[config.mk]
export PLATFORM = sky130hd
export DESIGN_NAME = adc_status_mode_registers
export DESIGN_NICKNAME = d
export VERILOG_FILES = /design/src/rtl/adc_regs_pkg.sv /design/src/rtl/pin_sync3.sv /design/src/rtl/adc_status_mode_registers.sv
export VERILOG_INCLUDE_DIRS = /design/src /design/src/rtl
export SDC_FILE = /design/constraint.sdc
export NUM_CORES = 1
export LEC_CHECK = 0
export ABC_AREA = 1
export BUFFER_PORTS_ARGS = -buffer_cell sky130_fd_sc_hd__buf_4
export CAP_MARGIN = 0
export CELL_PAD_IN_SITES_DETAIL_PLACEMENT = 0
export CELL_PAD_IN_SITES_GLOBAL_PLACEMENT = 1
export CORE_MARGIN = 2
export CORE_UTILIZATION = 39
export CTS_BUF_LIST = sky130_fd_sc_hd__clkbuf_4 sky130_fd_sc_hd__clkbuf_8
export CTS_CLUSTER_DIAMETER = 150
export DETAILED_ROUTE_END_ITERATION = 8
export GPL_ROUTABILITY_DRIVEN = 0
export PLACE_DENSITY_LB_ADDON = 0.1
export RECOVER_POWER = 100
export SLEW_MARGIN = 20
export SYNTH_ARGS = -nofsm -noshare
export SYNTH_HDL_FRONTEND = slang
export SYNTH_HIERARCHICAL = 1
export SYNTH_SLANG_ARGS = --single-unit
[constraint.sdc]
create_clock -name clock_i -period 1.5 [get_ports clock_i]
set_input_delay 0.225 -clock clock_i [delete_from_list [all_inputs] [get_ports clock_i]]
set_output_delay 0.225 -clock clock_i [all_outputs]
set_load 0.1 [all_outputs]
[src/rtl/adc_regs_consts.svh]
// Constants for the converter status and mode register block.
`ifndef ADC_REGS_CONSTS_SVH
`define ADC_REGS_CONSTS_SVH
`define SEL_STAT_CMD 2'h0
`define SEL_MODE 2'h1
`define SEL_FILTER 2'h2
`define SEL_DATA 2'h3
`define MODE_RESET 8'h02
`define STATUS_FIXED 3'h1
`define CHAN_RESET 2'h0
`define CHAN_DIFF 2'h0
`define CHAN_RSVD 2'h1
`define CHAN_SHORT 2'h2
`define CHAN_SUPPLY 2'h3
`define MD_CONTINUOUS 2'h0
`define MD_SINGLE 2'h1
`define MD_STANDBY 2'h3
`define REG_BITS 5'h08
`define DATA_BITS 5'h10
`define ONES_TO_RESET 6'h20
`define PAD_BYTE 8'h00
`endif

[src/rtl/adc_regs_pkg.sv]
// Types shared by the converter status and mode register block.
package adc_regs_pkg;
	typedef struct packed {
		logic wen;
		logic zero;
		logic [1:0] register_select;
		logic rd;
		logic cread;
		logic [1:0] channel_code;
	} command_t;

	typedef struct packed {
		logic [1:0] operating_mode_field;
		logic [1:0] input_range_field;
		logic burnout_current_enable;
		logic zero_hi;
		logic buffer_enable;
		logic zero_lo;
	} mode_t;

	typedef struct packed {
		logic pending;
		logic error;
		logic [2:0] fixed;
		logic part_variant_bit;
		logic [1:0] channel_code;
	} status_t;

	typedef enum logic [1:0] {PH_COMMAND, PH_WRITE, PH_READ} phase_t;
endpackage : adc_regs_pkg

[src/rtl/pin_sync3.sv]
// Three-stage pin synchroniser with agreement filter.
`timescale 1ns/1ps
module pin_sync3 #(
	parameter logic INIT = 1'b0
) (
	input wire logic clock_i,
	input wire logic rst_i,
	input wire logic pin_i,
	output logic level_o
);
	logic s1_q, s2_q, s3_q, level_q;
	logic level_d;

	// The level moves only once the second and third stages agree.
	always_comb begin
		level_d = level_q;
		if (s2_q == s3_q) begin
			level_d = s3_q;
		end
	end

	always_ff @(posedge clock_i) begin
		if (rst_i) begin
			s1_q <= INIT;
			s2_q <= INIT;
			s3_q <= INIT;
			level_q <= INIT;
		end else begin
			s1_q <= pin_i;
			s2_q <= s1_q;
			s3_q <= s2_q;
			level_q <= level_d;
		end
	end

	assign level_o = level_q;
endmodule : pin_sync3

[src/rtl/adc_status_mode_registers.sv]
// Serial-port status and mode registers of the sigma-delta converter.
// Functional notes
// - Status register is eight bits, read only.
// - Registers shift out most significant bit first.
// - Status bit 3 is one, bits 5:4 zero.
// - New result clears the pending flag.
// - Data read or imminent update sets pending.
// - Entering power-down sets the pending flag.
// - Serial output pin also shows ready state.
// - Error flag updates with pending, marks clamping.
// - Conversion-starting write clears the error flag.
// - Status bit 2 is fixed part variant.
// - Status bits 1:0 show converted channel.
// - Mode register eight bits, read/write, select 01.
// - Mode write resets filter, sets pending flag.
// - Mode bit layout with fixed zero bits.
// - Mode register resets to 0x02.
// - Status resets pending one, error zero.
// - Register select decodes four registers.
// - Channel codes: differential, reserved, short, supply.
`timescale 1ns/1ps
`include "adc_regs_consts.svh"
module adc_status_mode_registers import adc_regs_pkg::*; #(
	// Arbitrary variant value.
	parameter logic PART_VARIANT = 1'b1
) (
	input wire logic clock_i,
	input wire logic rst_i,
	input wire logic sclk_i,
	input wire logic din_i,
	input wire logic cs_n_i,
	output logic dout_rdy_o,
	output logic dout_oe_o,
	input wire logic [15:0] data_word_i,
	input wire logic result_valid_i,
	input wire logic result_clamped_i,
	input wire logic result_soon_i,
	output mode_t config_o,
	output logic [1:0] channel_o,
	output logic powerdown_o,
	output logic filter_reset_o
);

	////////////////////////////////////////////////////////////////////////
	// Pin synchronisers and clock edge detection.

	logic sclk_s, din_s, cs_n_s;

	pin_sync3 #(.INIT(1'b1)) sclk_sync (
		.clock_i(clock_i),
		.rst_i(rst_i),
		.pin_i(sclk_i),
		.level_o(sclk_s)
	);

	pin_sync3 #(.INIT(1'b0)) din_sync (
		.clock_i(clock_i),
		.rst_i(rst_i),
		.pin_i(din_i),
		.level_o(din_s)
	);

	pin_sync3 #(.INIT(1'b1)) cs_sync (
		.clock_i(clock_i),
		.rst_i(rst_i),
		.pin_i(cs_n_i),
		.level_o(cs_n_s)
	);

	logic sclk_prev_q;
	logic sclk_rise, sclk_fall;

	assign sclk_rise = sclk_s & ~sclk_prev_q;
	assign sclk_fall = ~sclk_s & sclk_prev_q;

	////////////////////////////////////////////////////////////////////////
	// State.

	phase_t phase_q, phase_d;
	logic [7:0] shift_q, shift_d;
	logic [4:0] cnt_q, cnt_d;
	logic [4:0] len_q, len_d;
	logic [1:0] sel_q, sel_d;
	logic [16:0] tx_q, tx_d;
	logic [5:0] ones_q, ones_d;
	mode_t mode_q, mode_d;
	logic [1:0] chan_q, chan_d;
	logic pend_q, pend_d;
	logic err_q, err_d;
	logic dout_q, dout_d;
	logic frst_q, frst_d;

	status_t status_w;
	command_t cmd_w;
	mode_t wr_mode_w;
	logic mode_wr, data_rd_done, chan_chg, serial_rst, load_tx;
	logic pend_set, err_set;
	logic [15:0] rd_val;

	assign status_w = '{
		pending: pend_q,
		error: err_q,
		fixed: `STATUS_FIXED,
		part_variant_bit: PART_VARIANT,
		channel_code: chan_q
	};

	assign cmd_w = command_t'({shift_q[6:0], din_s});

	always_comb begin
		wr_mode_w = mode_t'({shift_q[6:0], din_s});
		wr_mode_w.zero_hi = 1'b0;
		wr_mode_w.zero_lo = 1'b0;
	end

	////////////////////////////////////////////////////////////////////////
	// Next-state logic.

	always_comb begin
		phase_d = phase_q;
		shift_d = shift_q;
		cnt_d = cnt_q;
		len_d = len_q;
		sel_d = sel_q;
		tx_d = tx_q;
		ones_d = ones_q;
		mode_d = mode_q;
		chan_d = chan_q;
		mode_wr = 1'b0;
		data_rd_done = 1'b0;
		chan_chg = 1'b0;
		serial_rst = 1'b0;
		load_tx = 1'b0;
		rd_val = 16'h0000;
		if (cs_n_s) begin
			phase_d = PH_COMMAND;
			cnt_d = 5'h00;
		end else if (sclk_rise) begin
			ones_d = din_s ? ones_q + 6'h01 : 6'h00;
			serial_rst = din_s && (ones_q + 6'h01 == `ONES_TO_RESET);
			unique case (phase_q)
				PH_COMMAND: begin
					// A leading one holds the port at the first bit.
					if (cnt_q != 5'h00 || !din_s) begin
						shift_d = {shift_q[6:0], din_s};
						cnt_d = cnt_q + 5'h01;
					end
					if (cnt_q == `REG_BITS - 5'h01) begin
						cnt_d = 5'h00;
						sel_d = cmd_w.register_select;
						chan_d = cmd_w.channel_code;
						chan_chg = cmd_w.channel_code != chan_q;
						if (cmd_w.rd) begin
							phase_d = PH_READ;
							load_tx = 1'b1;
							len_d = `REG_BITS;
							unique case (cmd_w.register_select)
								`SEL_STAT_CMD: rd_val = {status_w, `PAD_BYTE};
								`SEL_MODE: rd_val = {mode_q, `PAD_BYTE};
								`SEL_FILTER: rd_val = 16'h0000;
								`SEL_DATA: begin
									rd_val = data_word_i;
									len_d = `DATA_BITS;
								end
							endcase
						end else if (cmd_w.register_select != `SEL_STAT_CMD) begin
							phase_d = PH_WRITE;
						end
					end
				end
				PH_WRITE: begin
					shift_d = {shift_q[6:0], din_s};
					cnt_d = cnt_q + 5'h01;
					if (cnt_q == `REG_BITS - 5'h01) begin
						phase_d = PH_COMMAND;
						cnt_d = 5'h00;
						if (sel_q == `SEL_MODE) begin
							mode_wr = 1'b1;
							mode_d = wr_mode_w;
						end
					end
				end
				PH_READ: begin
					cnt_d = cnt_q + 5'h01;
					if (cnt_q == len_q - 5'h01) begin
						phase_d = PH_COMMAND;
						cnt_d = 5'h00;
						data_rd_done = sel_q == `SEL_DATA;
					end
				end
				default: begin
					phase_d = PH_COMMAND;
					cnt_d = 5'h00;
				end
			endcase
		end else if (sclk_fall && phase_q == PH_READ) begin
			tx_d = {tx_q[15:0], 1'b0};
		end
		if (load_tx) begin
			tx_d = {pend_q, rd_val};
		end
		if (serial_rst) begin
			phase_d = PH_COMMAND;
			cnt_d = 5'h00;
			ones_d = 6'h00;
			mode_d = mode_t'(`MODE_RESET);
			chan_d = `CHAN_RESET;
		end
	end

	////////////////////////////////////////////////////////////////////////
	// Pending and error flags; a set in the same cycle beats a clear.

	assign pend_set = mode_wr | data_rd_done | result_soon_i | serial_rst;
	assign err_set = result_valid_i & result_clamped_i;

	always_comb begin
		pend_d = pend_q;
		err_d = err_q;
		if (pend_set) begin
			pend_d = 1'b1;
		end else if (result_valid_i) begin
			pend_d = 1'b0;
		end
		if (err_set) begin
			err_d = 1'b1;
		end else if (mode_wr | result_valid_i | serial_rst) begin
			err_d = 1'b0;
		end
		dout_d = (phase_d == PH_READ) ? tx_d[16] : pend_d;
		frst_d = mode_wr | chan_chg | serial_rst;
	end

	////////////////////////////////////////////////////////////////////////
	// Registers.

	always_ff @(posedge clock_i) begin
		if (rst_i) begin
			sclk_prev_q <= 1'b1;
			phase_q <= PH_COMMAND;
			shift_q <= 8'h00;
			cnt_q <= 5'h00;
			len_q <= `REG_BITS;
			sel_q <= `SEL_STAT_CMD;
			tx_q <= 17'h00000;
			ones_q <= 6'h00;
			mode_q <= mode_t'(`MODE_RESET);
			chan_q <= `CHAN_RESET;
			pend_q <= 1'b1;
			err_q <= 1'b0;
			dout_q <= 1'b1;
			frst_q <= 1'b0;
		end else begin
			sclk_prev_q <= sclk_s;
			phase_q <= phase_d;
			shift_q <= shift_d;
			cnt_q <= cnt_d;
			len_q <= len_d;
			sel_q <= sel_d;
			tx_q <= tx_d;
			ones_q <= ones_d;
			mode_q <= mode_d;
			chan_q <= chan_d;
			pend_q <= pend_d;
			err_q <= err_d;
			dout_q <= dout_d;
			frst_q <= frst_d;
		end
	end

	assign dout_rdy_o = dout_q;
	assign dout_oe_o = ~cs_n_s;
	assign config_o = mode_q;
	assign channel_o = chan_q;
	assign powerdown_o = mode_q.operating_mode_field == `MD_STANDBY;
	assign filter_reset_o = frst_q;
endmodule : adc_status_mode_registers

== After elaboration in Yosys (flattened, before gate mapping) ==
Cells that the tools add are included.
Storage, ports and cells
  bits in registers: 69
  output and inout port bits: 14
  word-level logic and storage cells: 139
  input port bits: 24
Operators by class
  reduce and logical (&&, ||, !) cells: 20
  multiplexer cells: 53
  add/sub/neg operators: 3
  bitwise operators: 13
  equal/unequal tests: 20
Operators with widths (count)
  16-bit two-way mux: 5
  17-bit two-way mux: 4
  16-bit one-hot mux with 4 select lines: 1
  1-bit two-way mux: 25
  5-bit two-way mux: 5
  2-bit two-way mux: 8
  5-bit one-hot mux with 3 select lines: 1
  7-bit one-hot mux with 2 select lines: 1
  2-bit == test (second input constant): 6
  5-bit AND reduction: 2
  4-bit AND reduction: 2
  2-bit nonzero test: 4
  7-bit two-way mux: 1
  1-bit bitwise OR: 7
  6-bit by 1-bit adder with 6-bit output (second input constant): 1
  2-bit by 1-bit == test with 1-bit output (second input constant): 3
  6-bit == test (second input constant): 1
  6-bit two-way mux: 1
  2-bit one-hot mux with 3 select lines: 1
  5-bit by 1-bit adder with 5-bit output (second input constant): 1
  5-bit by 3-bit == test with 1-bit output (second input constant): 1
  5-bit == test: 1
  5-bit nonzero test: 1
  5-bit by 1-bit subtractor with 5-bit output (second input constant): 1
  other kinds (15): 25

== Longest topological paths before layout ==
  depth in word-level cells: 11
  gate-level depth with buffers: 14
  depth with buffers taken out: 13

== Cells and area by module ==
The synthesis kept the hierarchy.
Modules (own cells, without submodules)
  adc_status_mode_registers: area each 2678.8 µm², seq. area each 1081.0 µm², times used 1, cells each 382
  pin_sync3 (cs_sync ...): area each 128.9 µm², seq. area each 80.1 µm², times used 2, cells each 15
  pin_sync3 (din_sync): area each 121.4 µm², seq. area each 80.1 µm², times used 1, cells each 13

== Worst setup path before layout ==
OpenSTA, ideal clock, no wires.
  kind: register -> output
  start point: reg mode_q (netlist bit config_o[7])
  end point: out powerdown_o
  stages on the path, launching flop included: 3
  buffers on the path: 0
  setup slack: -0.424 ns
  data arrival time: 1.699 ns
  required time: 1.275 ns
  cells stage by stage: dfxtp_1 > nand2_1 > inv_1
Between the ends
  cells in the longest elaborated chain, start to end: 1
Ends and longest elaborated chain
  start: declaration: RTL line adc_status_mode_registers.sv:86  | mode_t mode_q, mode_d;
  start signal: assignment: RTL line adc_status_mode_registers.sv:247  | mode_q <= mode_t'(`MODE_RESET);
  start signal: assignment: RTL line adc_status_mode_registers.sv:262  | mode_q <= mode_d;
  2-bit == test (no line)
  end: declaration: RTL line adc_status_mode_registers.sv:40  | output logic powerdown_o,
Every way passes these cells.

== Worst setup path in the final report ==
  start point: reg ones_q[0]
  end point: reg cnt_q[3]
Between the ends
  cells in the longest elaborated chain, start to end: 6
Ends and longest elaborated chain
  start: declaration: RTL line adc_status_mode_registers.sv:85  | logic [5:0] ones_q, ones_d;
  start signal: assignment: RTL line adc_status_mode_registers.sv:261  | ones_q <= ones_d;
  6-bit by 1-bit adder with 6-bit output: RTL line adc_status_mode_registers.sv:140  | serial_rst = din_s && (ones_q + 6'h01 == `ONES_TO_RESET);
  6-bit == test (no line)
  1-bit logical AND: RTL line adc_status_mode_registers.sv:140
  1-bit two-way mux: RTL line adc_status_mode_registers.sv:138  | end else if (sclk_rise) begin
  1-bit two-way mux: RTL line adc_status_mode_registers.sv:135  | if (cs_n_s) begin
  3-bit OR reduction (no line)
  end signal: assignment: RTL line adc_status_mode_registers.sv:257  | cnt_q <= cnt_d;
  end: declaration: RTL line adc_status_mode_registers.sv:81  | logic [4:0] cnt_q, cnt_d;
Every way passes these cells.
A chain may end at the register's enable or synchronous reset.

==> impl_metrics.yaml <==
run_status:
  status: "complete, but fails checks"
  violations: "negative setup slack"
worst_setup_path:
  critical_path_required_ps: 1780
  crit-reg2reg-capture: "cnt_q[3]"
  slowest_stage: "sky130_fd_sc_hd__dfxtp_4"
  reg2reg_setup_slack_ps: -90
  setup.worst_path.end_class: "flip-flop"
  worst_setup_sp: "ones_q[0]"
  setup_crit_end: "cnt_q[3]"
  cp_num_cells: 10
  worstPathArrival_ps: 1870
  reg2regPathDepth: 10
  startpoint_type_of_the_worst_setup_path: "flip-flop"
  crit_fanout: 4
  critical-path-top-cell-by-count: "sky130_fd_sc_hd__nor2_4"
  critical_path.top_delay_family: "simple AND/OR/NAND/NOR gates"
  worstSetupPathType: "flip-flop to flip-flop"
  crit_buf_inv: 2
  r2r-start: "ones_q[0]"
  timing.critical_path.cells: "ha_4 > nand3_4 > xor2_2 > inv_1 > nand2_2 > nor2_4 > nor2_4 > buf_6 > nand3_2 > a21oi_2"
  max_stage_delay_ps: 380
route:
  drtPass1Iterations: 4
  route.detailed.drc: 0
  wl_per_cell_um: 12.9
  dr_total_vias: 3022
  ratio_of_routed_vias_to_standard_cells: 4.81
  drt.antenna.violating_nets: 0
  wl_um: 8120
  drtIter0Drc: 128
yosys:
  commonest_register_cell_after_synthesis: "sky130_fd_sc_hd__dfxtp_1"
  synth_warnings: 6
  postSynthAreaPerCell_um2: 7.20
  netlist-cell-type-count: 35
  synth_cells: 425
  ys_seq_elements: 66
  synth-edff-count: 0
  portion_of_the_post_synthesis_area_used_by_sequential_elements: 0.432
  postSynth.asyncResetShare: 0
  synth.cell_area_um2: 3060
sta:
  grt_setup_unrepaired: "true"
  final_max_slew_viol_count: 0
  fin_worst_hold_slack_ps: 53.3
  final_critical_path_setup_slack_ps: -89.6
  timing.max_slew.rel_slack: 0.642
  final_period_util: 1.06
  timing_worst_slew_pin_value_ps: 540
  worst_clock_skew_ps: 12.1
  min_period_ps: 1590
  hold_viol_final: 0
  fmax_ghz: 0.629
  report.final.setup_viol: 35
global_routing:
  first_global_vias: 2868
  antenna_found_initial: 0
  grt_overflow: 0
  grt_pass1_wl_um: 13200
  grt_max_degree: 23
  track_usage: 0.197
finish:
  area_delta_synth_final_pct: 48.1
  layout_cell_share_with_drive_strength_beyond_1: 0.394
  most_frequent_standard_cell_in_the_layout_excluding_fill_and_tap_cells: "sky130_fd_sc_hd__nand2_1"
  post-route-util: 0.592
  antenna_cells: 0
  fillerInstances: 732
  fin_area_um2: 4530
  final_nets: 549
  final_cell_mix: "94 x sky130_fd_sc_hd__nand2_1, 67 x sky130_fd_sc_hd__buf_4, 58 x sky130_fd_sc_hd__dfxtp_1, 41 x sky130_fd_sc_hd__inv_1, 31 x sky130_fd_sc_hd__nor2_1"
clock_network:
  clkLatencyLatePin_ps: 350
  cts-root-to-sink-buffers: 2
  cts-buffers-inserted: 9
  clkSlewWorstSetupHoldPaths_ps: 80
  htreeDepth: 3
  clock-root-buffer: "sky130_fd_sc_hd__clkbuf_8"
  cts_tree: "yes"
  sinks_on_clock_net: 66
  hold_buffers: 0
placed_design:
  hpwl_um: 5620
  worst_setup_slack_after_placement_ps: -174
  place.port_buffers: 35
  place_area_um2: 3790
power:
  p_per_area_nw_per_um2: 765
  ir_drop_mv: 0.635
  p_leak_nw: 1.94
floorplanning:
  die_area_um2: 8570
  die-height_um: 92.6
  fp-row-count: 32
  ioPinCount: 38
  floorplan.die.width_um: 92.6
  floorplan.initialDensity: 0.400
  floorplan.core_area_um2: 7650
worst_hold_path:
  min-delay-path-class: "primary input to flip-flop"
  hp-start: "sclk_i"
flow_run:
  cap_viol_max_count: 0
-- cells by family (layout without fill, tap and decap cells) --
logic type      after synthesis  after routing  share of synthesized area
fa+ha+maj                     4              4                     0.0164
compound gates               74             74                      0.136
simple gates                212            214                      0.317
flops                        66             66                      0.432
xor+xnor                      3              3                    0.00859
other cells                   1              2                    0.00123
buf+inv                      65            163                     0.0892
-- metrics by stage --
step	total power, mW	setup TNS, ps	std cells
after floorplan	1.89	-30.4	426
after global placement	1.96	-1800	598
after detailed placement	1.96	-3830	598
after CTS	3.51	-846	623
after global routing	3.61	-5510	628
final	3.47	-1170	628
-- registers in the layout, indices dropped and copies added (netlist names), 2 cells and up --
signal     count
ones_q         6
shift_q        7
len_q          2
sel_q          2
channel_o      2
tx_q          17
cnt_q          5
config_o       6
phase_q        2
-- Yosys cell counts (3+ instances only) --
master	number	share of area
sky130_fd_sc_hd__a21oi_1	31	0.051
sky130_fd_sc_hd__a22oi_1	3	0.0074
sky130_fd_sc_hd__a31oi_1	10	0.020
sky130_fd_sc_hd__buf_4	3	0.0074
sky130_fd_sc_hd__clkbuf_1	4	0.0049
sky130_fd_sc_hd__dfxtp_1	66	0.43
sky130_fd_sc_hd__ha_1	4	0.016
sky130_fd_sc_hd__inv_1	48	0.059
sky130_fd_sc_hd__inv_2	7	0.0086
sky130_fd_sc_hd__nand2_1	111	0.14
sky130_fd_sc_hd__nand2_4	4	0.015
sky130_fd_sc_hd__nand3_1	31	0.051
sky130_fd_sc_hd__nand4_1	4	0.0082
sky130_fd_sc_hd__nor2_1	38	0.047
sky130_fd_sc_hd__nor2_2	4	0.0082
sky130_fd_sc_hd__nor2_4	3	0.011
sky130_fd_sc_hd__nor3_1	3	0.0049
sky130_fd_sc_hd__o211ai_1	5	0.012
sky130_fd_sc_hd__o21ai_0	20	0.033
sky130_fd_sc_hd__or2_1	5	0.010
sky130_fd_sc_hd__xor2_1	3	0.0086
-- timing repair --
| action | 4_1_cts | 5_1_grt |
|---|---|---|
| cloned | 1 | 3 |
| endpoints found under the setup margin | 46 | 52 |
| pin swaps | 20 | 24 |
| setup buffers | 8 | 2 |
| gates resized for setup | 44 | 76 |
| endpoints found under the hold margin | 0 | 0 |
-- routing by layer --
layer  GRT usage  vias up  routed length (um)
met4      0.0672        0                 121
li1            -     1570                   -
met2       0.318       40                3820
met3      0.0448        8                 251
met1       0.259     1404                3930
met5           0        -                   0
-- final cells by class --
cell class / count / area (um2) / area share
multi-input combinational: 297 / 1890 / 0.417
sequential: 66 / 1340 / 0.296
timing repair buffer: 89 / 693 / 0.153
inverter: 56 / 256 / 0.0566
tap: 102 / 128 / 0.0282
clock buffer: 9 / 124 / 0.0273
clock inverter: 7 / 78.8 / 0.0174
timing repair inverter: 2 / 20.0 / 0.00442
-- worst register-to-register path, stage by stage (launching register included) --
cell and delay [ps]:
sky130_fd_sc_hd__dfxtp_4 380, sky130_fd_sc_hd__ha_4 170, sky130_fd_sc_hd__nand3_4 80, sky130_fd_sc_hd__xor2_2 220, sky130_fd_sc_hd__inv_1 70, sky130_fd_sc_hd__nand2_2 70
sky130_fd_sc_hd__nor2_4 40, sky130_fd_sc_hd__nor2_4 210, sky130_fd_sc_hd__buf_6 130, sky130_fd_sc_hd__nand3_2 60, sky130_fd_sc_hd__a21oi_2 90
-- power breakdown --
| part | internal (mW) | leakage (nW) | switching, mW |
|---|---|---|---|
| clock network | 0.781 | 0.104 | 0.755 |
| logic | 0.0683 | 1.29 | 0.0963 |
| registers | 1.76 | 0.539 | 0.00676 |
-- how the worst min path moves through the flow --
stage / end / slack (ps) / cells past startpoint
after CTS: sclk_sync/s1_q / 30 / 2
after global placement: cs_sync/s2_q / 390 / 1
after detailed placement: sclk_sync/s2_q / 390 / 1
after floorplan: tx_q[1] / 290 / 1
after global routing: sclk_sync/s1_q / 40 / 2
final: sclk_sync/s1_q / 50 / 2
Power figures use the tool's default switching activity.
